File: src/shared/smi_pkg.sv
package smi_pkg;

  // data and divisor widths
  localparam int SMI_DIV_W = 8;
  localparam int SMI_DATA_W = 24;

  // position of the direction bit (bit 0 of the first byte) in the data word
  localparam int SMI_DIR_POS = 16;

  // fixed prescaler: sixteen clocks per prescaler tick
  localparam logic [3:0] SMI_PRE_LAST = 4'hF;

  // four extra clocks close every quarter bit: quarter = 16 * div + 4
  localparam logic [3:0] SMI_TAIL_LAST = 4'h3;

  // bit counter value of the acknowledge slot (ninth clock)
  localparam logic [3:0] SMI_ACK_SLOT = 4'h8;
  localparam logic [3:0] SMI_BIT_FIRST = 4'h0;

  // byte index: 0 address, 1 second byte, 2 third byte
  localparam logic [1:0] SMI_IDX_FIRST = 2'h0;
  localparam logic [1:0] SMI_IDX_SECOND = 2'h1;
  localparam logic [1:0] SMI_IDX_THIRD = 2'h2;

  // quarter phases of one bit cell
  localparam logic [1:0] SMI_Q_SET = 2'h0;
  localparam logic [1:0] SMI_Q_RISE = 2'h1;
  localparam logic [1:0] SMI_Q_SAMPLE = 2'h2;
  localparam logic [1:0] SMI_Q_FALL = 2'h3;

  // reset values
  localparam logic [23:0] SMI_DATA_RST = 24'h00_0000;
  localparam logic [3:0] SMI_PRE_RST = 4'h0;
  localparam logic [7:0] SMI_DIV_CNT_RST = 8'h00;

  typedef enum logic [3:0] {
    SMI_IDLE  = 4'h1,
    SMI_START = 4'h2,
    SMI_BITS  = 4'h4,
    SMI_STOP  = 4'h8
  } smi_state_e;

endpackage

File: src/core/smi_i2c_master.sv
`timescale 1ns/1ps
// Behaviour
// - sole bus master; no arbitration logic, any number of slaves share lines.
// - every bus timing is derived from the system clock input.
// - fixed divide-by-sixteen prescaler is the basic timing step.
// - bit time is four quarters of sixteen times divisor plus four clocks.
// - slaves may stretch clock; master waits for clock line really high.
// - start is data pulled low while clock stays high.
// - start only at the beginning of a transaction.
// - stop is data released high while clock is high.
// - data changes only while clock low, except start and stop.
// - write is start, two or three acked bytes, then stop.
// - 24-bit data word shifted left, first byte MSB goes first.
// - bit zero of first byte low means write, high means read.
// - select input chooses two-byte or three-byte write.
// - read is start, acked address, one received byte, nack, stop.
// - received byte is shifted into the third byte field.
// - completion of every transaction raises an interrupt pulse.
// - status bit tells whether all expected acknowledges arrived.
// - software may disable sequencer and drive both lines directly.
module smi_i2c_master (
  // clock and reset
  input wire logic clk_i,
  input wire logic nrst_i,
  // control
  input wire logic hw_enable_i,
  input wire logic start_i,
  input wire logic three_byte_write_select_i,
  input wire logic [7:0] bit_rate_divisor_i,
  // transmit data
  input wire logic [7:0] tx_byte_first_i,
  input wire logic [7:0] tx_byte_second_i,
  input wire logic [7:0] tx_rx_byte_third_i,
  // software line control
  input wire logic sw_scl_i,
  input wire logic sw_sda_i,
  // status
  output logic busy_o,
  output logic done_o,
  output logic slave_ack_ok_status_o,
  output logic [23:0] data_o,
  output logic scl_level_o,
  output logic sda_level_o,
  // bus pins
  input wire logic scl_i,
  input wire logic sda_i,
  output logic scl_o,
  output logic scl_oe_o,
  output logic sda_o,
  output logic sda_oe_o
);

  smi_pkg::smi_state_e state_q;
  logic [1:0] qtr_q;
  logic [3:0] bit_cnt_q;
  logic [1:0] byte_idx_q;
  logic [3:0] pre_q;
  logic [7:0] div_cnt_q;
  logic [23:0] data_q;
  logic [23:0] sh_q;
  logic w3_q;
  logic samp_q;
  logic ack_ok_q;
  logic done_q;
  logic scl_low_q;
  logic sda_low_q;
  logic scl_meta_q;
  logic scl_sync_q;
  logic sda_meta_q;
  logic sda_sync_q;

  logic busy;
  logic stall;
  logic in_tail;
  logic qtick;
  logic rd;
  logic rx_byte;
  logic last_byte;
  logic tx_bit;
  logic ack_slot;
  logic [1:0] last_idx;

  assign busy = (state_q != smi_pkg::SMI_IDLE);
  assign rd = data_q[smi_pkg::SMI_DIR_POS];
  assign rx_byte = rd && (byte_idx_q == smi_pkg::SMI_IDX_SECOND);
  assign ack_slot = (bit_cnt_q == smi_pkg::SMI_ACK_SLOT);
  // read is address plus one data byte; write is two or three bytes
  assign last_idx = (!rd && w3_q) ? smi_pkg::SMI_IDX_THIRD
                                  : smi_pkg::SMI_IDX_SECOND;
  assign last_byte = (byte_idx_q == last_idx);
  // master releases data on ack slots and while receiving; nack after read data
  assign tx_bit = (ack_slot || rx_byte) ? 1'b1 : sh_q[23];

  // pins pass two flip-flops before any logic looks at them
  always_ff @(posedge clk_i) begin
    if (!nrst_i) begin
      scl_meta_q <= 1'b1;
      scl_sync_q <= 1'b1;
      sda_meta_q <= 1'b1;
      sda_sync_q <= 1'b1;
    end else begin
      scl_meta_q <= scl_i;
      scl_sync_q <= scl_meta_q;
      sda_meta_q <= sda_i;
      sda_sync_q <= sda_meta_q;
    end
  end

  // a released clock line that still reads low is a slave stretching it;
  // the sync delay adds two clocks to every rising edge, a small trade for safety
  assign stall = busy && !scl_low_q && !scl_sync_q;

  // prescaler and divisor: quarter bit = 16 * div + 4 clocks
  assign in_tail = (div_cnt_q >= bit_rate_divisor_i);
  assign qtick = busy && !stall && in_tail && (pre_q == smi_pkg::SMI_TAIL_LAST);

  always_ff @(posedge clk_i) begin
    if (!nrst_i || !busy) begin
      pre_q <= smi_pkg::SMI_PRE_RST;
      div_cnt_q <= smi_pkg::SMI_DIV_CNT_RST;
    end else if (!stall) begin
      if (qtick) begin
        pre_q <= smi_pkg::SMI_PRE_RST;
        div_cnt_q <= smi_pkg::SMI_DIV_CNT_RST;
      end else if (!in_tail && pre_q == smi_pkg::SMI_PRE_LAST) begin
        pre_q <= smi_pkg::SMI_PRE_RST;
        div_cnt_q <= div_cnt_q + 8'h01;
      end else begin
        pre_q <= pre_q + 4'h1;
      end
    end
  end

  // sequencer
  always_ff @(posedge clk_i) begin
    if (!nrst_i) begin
      state_q <= smi_pkg::SMI_IDLE;
      qtr_q <= smi_pkg::SMI_Q_SET;
      bit_cnt_q <= smi_pkg::SMI_BIT_FIRST;
      byte_idx_q <= smi_pkg::SMI_IDX_FIRST;
    end else begin
      case (state_q)
        smi_pkg::SMI_IDLE: begin
          if (start_i && hw_enable_i) begin
            state_q <= smi_pkg::SMI_START;
            qtr_q <= smi_pkg::SMI_Q_SET;
            bit_cnt_q <= smi_pkg::SMI_BIT_FIRST;
            byte_idx_q <= smi_pkg::SMI_IDX_FIRST;
          end
        end
        smi_pkg::SMI_START: begin
          if (!hw_enable_i) begin
            state_q <= smi_pkg::SMI_IDLE;
          end else if (qtick) begin
            qtr_q <= qtr_q + 2'h1;
            if (qtr_q == smi_pkg::SMI_Q_FALL) begin
              state_q <= smi_pkg::SMI_BITS;
            end
          end
        end
        smi_pkg::SMI_BITS: begin
          if (!hw_enable_i) begin
            state_q <= smi_pkg::SMI_IDLE;
          end else if (qtick) begin
            qtr_q <= qtr_q + 2'h1;
            if (qtr_q == smi_pkg::SMI_Q_FALL) begin
              if (!ack_slot) begin
                bit_cnt_q <= bit_cnt_q + 4'h1;
              end else if (last_byte || (!rx_byte && samp_q)) begin
                // a missing acknowledge ends the transaction early with stop
                state_q <= smi_pkg::SMI_STOP;
              end else begin
                bit_cnt_q <= smi_pkg::SMI_BIT_FIRST;
                byte_idx_q <= byte_idx_q + 2'h1;
              end
            end
          end
        end
        smi_pkg::SMI_STOP: begin
          if (!hw_enable_i) begin
            state_q <= smi_pkg::SMI_IDLE;
          end else if (qtick) begin
            qtr_q <= qtr_q + 2'h1;
            if (qtr_q == smi_pkg::SMI_Q_FALL) begin
              state_q <= smi_pkg::SMI_IDLE;
            end
          end
        end
        default: begin
          state_q <= smi_pkg::SMI_IDLE;
        end
      endcase
    end
  end

  // data word and transmit shifter
  always_ff @(posedge clk_i) begin
    if (!nrst_i) begin
      data_q <= smi_pkg::SMI_DATA_RST;
      sh_q <= smi_pkg::SMI_DATA_RST;
      w3_q <= 1'b0;
    end else if (!busy && start_i && hw_enable_i) begin
      data_q <= {tx_byte_first_i, tx_byte_second_i, tx_rx_byte_third_i};
      sh_q <= {tx_byte_first_i, tx_byte_second_i, tx_rx_byte_third_i};
      w3_q <= three_byte_write_select_i;
    end else if (state_q == smi_pkg::SMI_BITS && qtick && qtr_q == smi_pkg::SMI_Q_FALL
                 && !ack_slot) begin
      sh_q <= {sh_q[22:0], 1'b0};
      if (rx_byte) begin
        data_q[7:0] <= {data_q[6:0], samp_q};
      end
    end
  end

  // sample the data line at the end of the first of the two clock high quarters
  always_ff @(posedge clk_i) begin
    if (!nrst_i) begin
      samp_q <= 1'b1;
    end else if (state_q == smi_pkg::SMI_BITS && qtick && qtr_q == smi_pkg::SMI_Q_SAMPLE) begin
      samp_q <= sda_sync_q;
    end
  end

  // acknowledge status: any missing acknowledge on a sent byte marks failure
  always_ff @(posedge clk_i) begin
    if (!nrst_i) begin
      ack_ok_q <= 1'b0;
    end else if (!busy && start_i && hw_enable_i) begin
      ack_ok_q <= 1'b1;
    end else if (state_q == smi_pkg::SMI_BITS && qtick && qtr_q == smi_pkg::SMI_Q_FALL
                 && ack_slot && !rx_byte && samp_q) begin
      ack_ok_q <= 1'b0;
    end else if (busy && !hw_enable_i) begin
      ack_ok_q <= 1'b0;
    end
  end

  // completion pulse towards the host interrupt logic
  always_ff @(posedge clk_i) begin
    if (!nrst_i) begin
      done_q <= 1'b0;
    end else begin
      done_q <= (state_q == smi_pkg::SMI_STOP) && qtick
                && (qtr_q == smi_pkg::SMI_Q_FALL);
    end
  end

  // line drivers; with the sequencer off, software owns both lines
  always_ff @(posedge clk_i) begin
    if (!nrst_i) begin
      scl_low_q <= 1'b0;
      sda_low_q <= 1'b0;
    end else if (!busy || !hw_enable_i) begin
      scl_low_q <= !hw_enable_i && !sw_scl_i;
      sda_low_q <= !hw_enable_i && !sw_sda_i;
    end else if (qtick) begin
      case (state_q)
        smi_pkg::SMI_START: begin
          if (qtr_q == smi_pkg::SMI_Q_SET) begin
            sda_low_q <= 1'b1;
          end else if (qtr_q == smi_pkg::SMI_Q_RISE) begin
            scl_low_q <= 1'b1;
          end
        end
        smi_pkg::SMI_BITS: begin
          if (qtr_q == smi_pkg::SMI_Q_SET) begin
            sda_low_q <= !tx_bit;
          end else if (qtr_q == smi_pkg::SMI_Q_RISE) begin
            scl_low_q <= 1'b0;
          end else if (qtr_q == smi_pkg::SMI_Q_FALL) begin
            scl_low_q <= 1'b1;
          end
        end
        smi_pkg::SMI_STOP: begin
          if (qtr_q == smi_pkg::SMI_Q_SET) begin
            sda_low_q <= 1'b1;
          end else if (qtr_q == smi_pkg::SMI_Q_RISE) begin
            scl_low_q <= 1'b0;
          end else if (qtr_q == smi_pkg::SMI_Q_SAMPLE) begin
            sda_low_q <= 1'b0;
          end
        end
        default: begin
          scl_low_q <= 1'b0;
        end
      endcase
    end
  end

  // open-drain: only ever pull low, no contention check since no other master
  assign scl_o = 1'b0;
  assign sda_o = 1'b0;
  assign scl_oe_o = scl_low_q;
  assign sda_oe_o = sda_low_q;

  assign busy_o = busy;
  assign done_o = done_q;
  assign slave_ack_ok_status_o = ack_ok_q;
  assign data_o = data_q;
  assign scl_level_o = scl_sync_q;
  assign sda_level_o = sda_sync_q;

endmodule

File: config.mk
export PLATFORM = sky130hd
export DESIGN_NAME = smi_i2c_master
export DESIGN_NICKNAME = d
export VERILOG_FILES = /design/src/shared/smi_pkg.sv /design/src/core/smi_i2c_master.sv
export SDC_FILE = /design/constraint.sdc
export NUM_CORES = 1
export LEC_CHECK = 0
export ABC_AREA = 0
export BUFFER_PORTS_ARGS = -buffer_cell sky130_fd_sc_hd__buf_2
export CAP_MARGIN = 20
export CORE_AREA = 2 2 89 91
export CTS_CLUSTER_DIAMETER = 120
export CTS_CLUSTER_SIZE = 10
export DETAILED_ROUTE_END_ITERATION = 6
export DIE_AREA = 0 0 91 93
export GPL_ROUTABILITY_DRIVEN = 1
export PLACE_DENSITY = 0.81
export SYNTH_ARGS = -nofsm -noshare
export SYNTH_HDL_FRONTEND = slang
export SYNTH_SLANG_ARGS = --single-unit
File: constraint.sdc
create_clock -name clk_i -period 3.2 [get_ports clk_i]
set_clock_uncertainty 0.15 [all_clocks]
set_input_delay 0.16 -clock clk_i [delete_from_list [all_inputs] [get_ports clk_i]]
set_output_delay 0.16 -clock clk_i [all_outputs]
set_load 0.01 [all_outputs]
* Word-level counts from Yosys, hierarchy flattened
Cells that the tools add are included.
** Storage, ports and cells
- Output and inout bits :: 33
- Memories kept :: 0
- RAM bits :: 0
- Latch bits :: 0
- Word-level logic and storage cells :: 187
- Flip-flop bits (word level) :: 82
- Bits of input ports :: 41
- Bits in read-only memories :: 0
** Cells by class
- Multiply operators :: 0
- Muxes and demuxes :: 62
- Equality and inequality tests :: 40
- Magnitude comparators :: 1
- Div/mod/pow operators :: 0
- Bitwise gates (word level) :: 1
- Reduce and logical (&&, ||, !) cells :: 59
- $add $sub $neg :: 5
- Shifts and indexed selects :: 0
** Operator list (number)
- $mux W4 :: 20
- $mux W24 :: 2
- $mux W8 :: 5
- $ne A3 B3 Y1 const B :: 13
- $logic_and A1 B1 Y1 :: 24
- $mux W1 :: 20
- $mux W2 :: 9
- $pmux W4 S4 :: 1
- $reduce_and A7 Y1 :: 2
- $logic_not A1 Y1 :: 13
- $eq A4 B4 Y1 const B :: 3
- $reduce_and A6 Y1 :: 2
- $reduce_bool A2 Y1 :: 6
- $ne A2 B2 Y1 const B :: 5
- $reduce_and A9 Y1 :: 1
- $add A4 B1 Y4 const B :: 2
- $add A8 B1 Y8 const B :: 1
- $eq A4 B2 Y1 const B :: 2
- $ge A8 B8 Y1 :: 1
- $ne A4 B1 Y1 const B :: 2
- $pmux W2 S2 :: 2
- $pmux W4 S2 :: 1
- $ne A2 B1 Y1 const B :: 3
- $ne A3 B1 Y1 const B :: 2
- 18 further kinds :: 26

* Depth between registers and ports, before layout
- Depth after elaboration :: 14
- Mapped depth :: 10
- Mapped depth without buffers :: 8

* Least setup slack after synthesis
OpenSTA, ideal clock, no wires.
- Path kind :: register -> register
- Start point :: reg pre_q[0]
- End point :: reg state_q[2]
- Setup time :: 0.121 ns
- Stages on the path, launching flop included :: 8
- Clock period less this slack :: 2.482 ns
- Path slack :: 0.718 ns
- Arrival :: 2.211 ns
- Cells stage by stage :: dfxtp_1 ha_1 or3b_1 or4_1 clkbuf_1 a21oi_1 o21a_1 mux2_2
** On the way
- Word-level cells in the longest chain between the ends :: 4
- Elaborated cells on any way between the ends :: 6
- Classes of those cells :: eq/ne (4); reduce/logical (2)
** RTL lines
- start: declaration :: line smi_i2c_master.sv:57 : logic [3:0] pre_q;
- start signal: assignment :: line smi_i2c_master.sv:119 : pre_q <= smi_pkg::SMI_PRE_RST;
- start signal: assignment :: line smi_i2c_master.sv:123 : pre_q <= smi_pkg::SMI_PRE_RST;
- start signal: assignment :: line smi_i2c_master.sv:126 : pre_q <= smi_pkg::SMI_PRE_RST;
- $eq A4 B2 Y1 (*) :: line smi_i2c_master.sv:115 : assign qtick = busy && !stall && in_tail && (pre_q == smi_pkg::SMI_TAIL_LAST);
- $logic_and A1 B1 Y1 (*) :: line smi_i2c_master.sv:115
- $ne A3 B3 Y1 (no line)
- $reduce_and A9 Y1 (no line) (*)
- end signal: assignment :: line smi_i2c_master.sv:137 : state_q <= smi_pkg::SMI_IDLE;
- end signal: assignment :: line smi_i2c_master.sv:145 : state_q <= smi_pkg::SMI_START;
- end signal: assignment :: line smi_i2c_master.sv:153 : state_q <= smi_pkg::SMI_IDLE;
- end: declaration :: line smi_i2c_master.sv:53 : smi_pkg::smi_state_e state_q;
Every way passes the cells marked *; elsewhere a longest branch is shown, timed or not.
A chain may end at the register's enable or synchronous reset.

* Final worst setup path
- Start point :: reg state_q[1]
- End point :: reg sh_q[16]
** On the way
- Word-level cells in the longest chain between the ends :: 11
- Elaborated cells on any way between the ends :: 16
- Classes of those cells :: eq/ne (2); mux (1); reduce/logical (13)
** RTL lines
- $ne A4 B1 Y1 :: line smi_i2c_master.sv:83 : assign busy = (state_q != smi_pkg::SMI_IDLE);
- $logic_and A1 B1 Y1 (2 in a row) :: line smi_i2c_master.sv:111 : assign stall = busy && !scl_low_q && !scl_sync_q;
- $logic_not A1 Y1
- $logic_and A1 B1 Y1 (3 in a row) :: line smi_i2c_master.sv:115
- $logic_and A1 B1 Y1 (2 in a row) :: line smi_i2c_master.sv:206 : end else if (state_q == smi_pkg::SMI_BITS && qtick && qtr_q == smi_pkg::SMI_Q_FALL
- $logic_and A1 B1 Y1 :: line smi_i2c_master.sv:207 : && !ack_slot) begin
- $reduce_bool A2 Y1 (no line)
- end signal: assignment :: line smi_i2c_master.sv:200 : sh_q <= smi_pkg::SMI_DATA_RST;
- end signal: assignment :: line smi_i2c_master.sv:204 : sh_q <= {tx_byte_first_i, tx_byte_second_i, tx_rx_byte_third_i};
- end signal: assignment :: line smi_i2c_master.sv:208 : sh_q <= {sh_q[22:0], 1'b0};
- end: declaration :: line smi_i2c_master.sv:60 : logic [23:0] sh_q;
Parallel ways exist; a longest one is shown, timed or not.

==> summary.txt <==
Run status
  – Status: completed

CTS
  – H-Tree Depth: 3
  – Root Driver: clkbuf_8
  – # clock sinks: about 80
  – Post-cts resize count: 0
  – CTS buffer count: 9
  – CTS tree: yes
  – Clock Path Buffers: 2
  – Worst-path clk slew: 90 ps
  – Clk_lat worst skew: between 300 and 400 ps

Job
  – Max-cap viol count: 0

Worst setup path
  – Crit-path max FO: 24
  – Crit path DAT: 2920 ps
  – Slowest Stage Delay on Critical Path: approximately 580 ps
  – CP delay by family, top: simple AND/OR/NAND/NOR gates
  – CP max-delay cell: nor4b_4
  – Worst setup EP type: flip-flop
  – Crit path buf inv count: 2
  – Critical path required time: between 3000 and 4000 ps
  – CP Launch Type: flip-flop
  – Worst Setup Path Type: flip-flop to flip-flop
  – Worst path cell trace: nor4b_4 -> inv_2 -> nand4b_1 -> o21ba_4 -> o211a_4 -> or2_1 -> buf_4 -> a311oi_1

Yosys
  – Mapped cell area: 4090 µm²
  – Synth cell types: 60
  – Synth Area per Inst: between 8 and 9 µm²
  – Count leader, synth: dfxtp_1
  – EDFF count, synth: 0
  – Top FF cell, synth: dfxtp_1
  – Top cell type by total area after synthesis: dfxtp_1
  – Register area share after synthesis: between 40 and 50%
  – Commonest cells in the netlist: dfxtp_1 (82), nand2_1 (77), a21oi_1 (38)
  – Synth async-reset ratio: 0%
  – Yosys synthesis warning count: 0
  – Largest cells by area after synthesis: dfxtp_1 (40%), nand2_1 (7.1%), ha_1 (5.5%)
  – #FFs+latches synth: 82
  – Top-area cell type share of the netlist area: 40.1%
  – Post-Synthesis Cells: between 400 and 500

Timing
  – Final hold vios: 0
  – Peak Freq: 357 MHz
  – Worst rel slew slack: between 50% and 60%
  – Final Cycle Share: 87.5%
  – Worst-margin pin slew: about 650 ps
  – Final slew viol count: 0
  – Setup_tns: 0 ps
  – Setup Viol. Count Final: 0
  – RSZ-0062 raised after global routing: false
  – Fin crit period: 2800 ps

Power and ir drop
  – LEAKAGE: 2.00 nW
  – Cell Pwr Density: 452 nW/µm²
  – Worst VDD drop: ~0.00040 V

Final layout
  – Nets: ~630
  – Ant diodes: 0
  – Design Area, Final: a little under 5000 µm²
  – Fraction of layout cells with a size suffix above 1: 19.5%
  – Syn-to-layout area delta: 21.0%
  – Fillers: ~650

Floorplan
  – Starting Density: between 50% and 60%
  – Ports: 74
  – Number of cell rows: 32
  – Die Y: slightly above 90 µm
  – Full die area: approximately 8500 µm²
  – Horiz. Die Dim: roughly 91 µm
  – Core area: roughly 7500 µm²

GRT
  – Vias in the first global route: ~3600
  – Largest net degree at the start of global routing: slightly below 50
  – First-pass GRT wire length: about 16000 µm
  – Antenna violations before repair: 0
  – GRT Total Usage: 23.6%
  – GRT overflow: 0

Detailed routing
  – Drt total wl: a little over 10000 µm
  – DRT Pass-1 Iters: 5
  – Drt drc: 0
  – Vias per cell: slightly below 6
  – Initial DRC count: 264
  – Antenna Nets Post-Route: 0
  – DR vias: a little under 4000
  – Routed WL per cell: 14.8 µm

Hold path
  – Worst min path class: input pin to flip-flop

Placed design
  – Port Buffer Count: a little over 70
  – Gp weighted congestion: 0.857
  – Placed Area: 4530 µm²
  – Post-DP HPWL: between 6000 and 7000 µm
## state kept, by name, indices dropped and copies added, names as in the netlist
signal and flops:
data_o 24, sh_q 24, div_cnt_q 8, bit_cnt_q 4, pre_q 4, state_q 4, byte_idx_q 2, qtr_q 2
done_o 1, samp_q 1, scl_level_o 1, scl_meta_q 1, scl_oe_o 1, sda_level_o 1, sda_meta_q 1, sda_oe_o 1
slave_ack_ok_status_o 1, w3_q 1
## metrics by stage
step | total power, mW | util, % | worst slack (ps) | cells | hold WS (ps)
after detailed placement | 1.47 | 60.2 | 414 | 643 | 197
after global placement | 1.45 | 60.2 | 567 | 643 | 190
after floorplan | 1.36 | - | 718 | 493 | 111
final | 2.24 | 65.8 | 399 | 681 | 5.56
after global routing | 2.33 | 65.8 | 186 | 681 | 22.5
after CTS | 2.24 | 65.8 | 419 | 681 | 2.93
## area by class of cell
cell class              instances  area (µm²)  share of cell area [%]
clock buffers                   9         124                    2.50
multi-input cells             358        2240                    45.1
repair buffers                105         678                    13.7
clock inverters                 7        77.6                    1.57
flip-flops and latches         82        1640                    33.1
well taps                     102         128                    2.58
inverters                      18        67.6                    1.36
## tightest hold or removal path, cell delays in order
cell	delay, ps
buf_2	100
mux2i_1	120
a211oi_1	80
## routing by layer
metal,part of all wire [%],track usage (%)
met5,0,0
met4,2.0,10.9
met3,5.9,3.71
met2,50,40.7
met1,42,29.1
## cell families (layout without fill, tap and decap cells)
group,Yosys count,after routing,synth area share (%)
xor gates and xnor gates,5,5,1.07
DFF,82,82,40.1
buffers and inverters,53,139,5.63
muxes,14,14,3.46
adders and majority gates,18,18,5.50
other,1,2,0.0917
and+or+nand+nor,198,198,24.2
AOI/OAI and AO/OA,121,121,20.0
## power breakdown
group	total (mW)	internal, mW	switching (mW)
registers	1.12	1.08	0.0384
clock network	0.768	0.367	0.401
logic	0.352	0.155	0.197
total	2.24	1.60	0.636
## final timing paths
check                           slack [ps]                     end                     from  cells after the start
worst max-delay path                   400   sh_q[16]$_SDFFE_PN0P_  state_q[1]$_SDFFE_PN0P_                      8
worst min-delay path                     6    sh_q[3]$_SDFFE_PN0P_    tx_rx_byte_third_i[3]                      3
worst max register to register         400   sh_q[16]$_SDFFE_PN0P_  state_q[1]$_SDFFE_PN0P_                      8
worst min register to register         260  sda_level_o$_SDFF_PN1_    sda_meta_q$_SDFF_PN1_                      1
## repair_timing
item	in CTS	in global routing
hold endpoints to repair	38	0
buffers inserted	0	0
hold buffers	22	0
## cells in the final DEF, fill, tap and decap left out, types with 4 or more instances in the layout
cell / instances
nand3_1: 11
nand2_1: 77
nor2_1: 24
nor3_1: 33
ha_1: 18
buf_2: 71
nand4_1: 6
o21ai_0: 24
or3_1: 7
and3_1: 4
dfxtp_1: 82
inv_1: 17
a21oi_1: 38
nor4_1: 4
dlygate4sd3_1: 22
clkbuf_8: 9
a311oi_1: 17
buf_4: 11
a211oi_1: 15
nand2b_1: 7
mux2i_1: 13
Power figures use the tool's default switching activity.
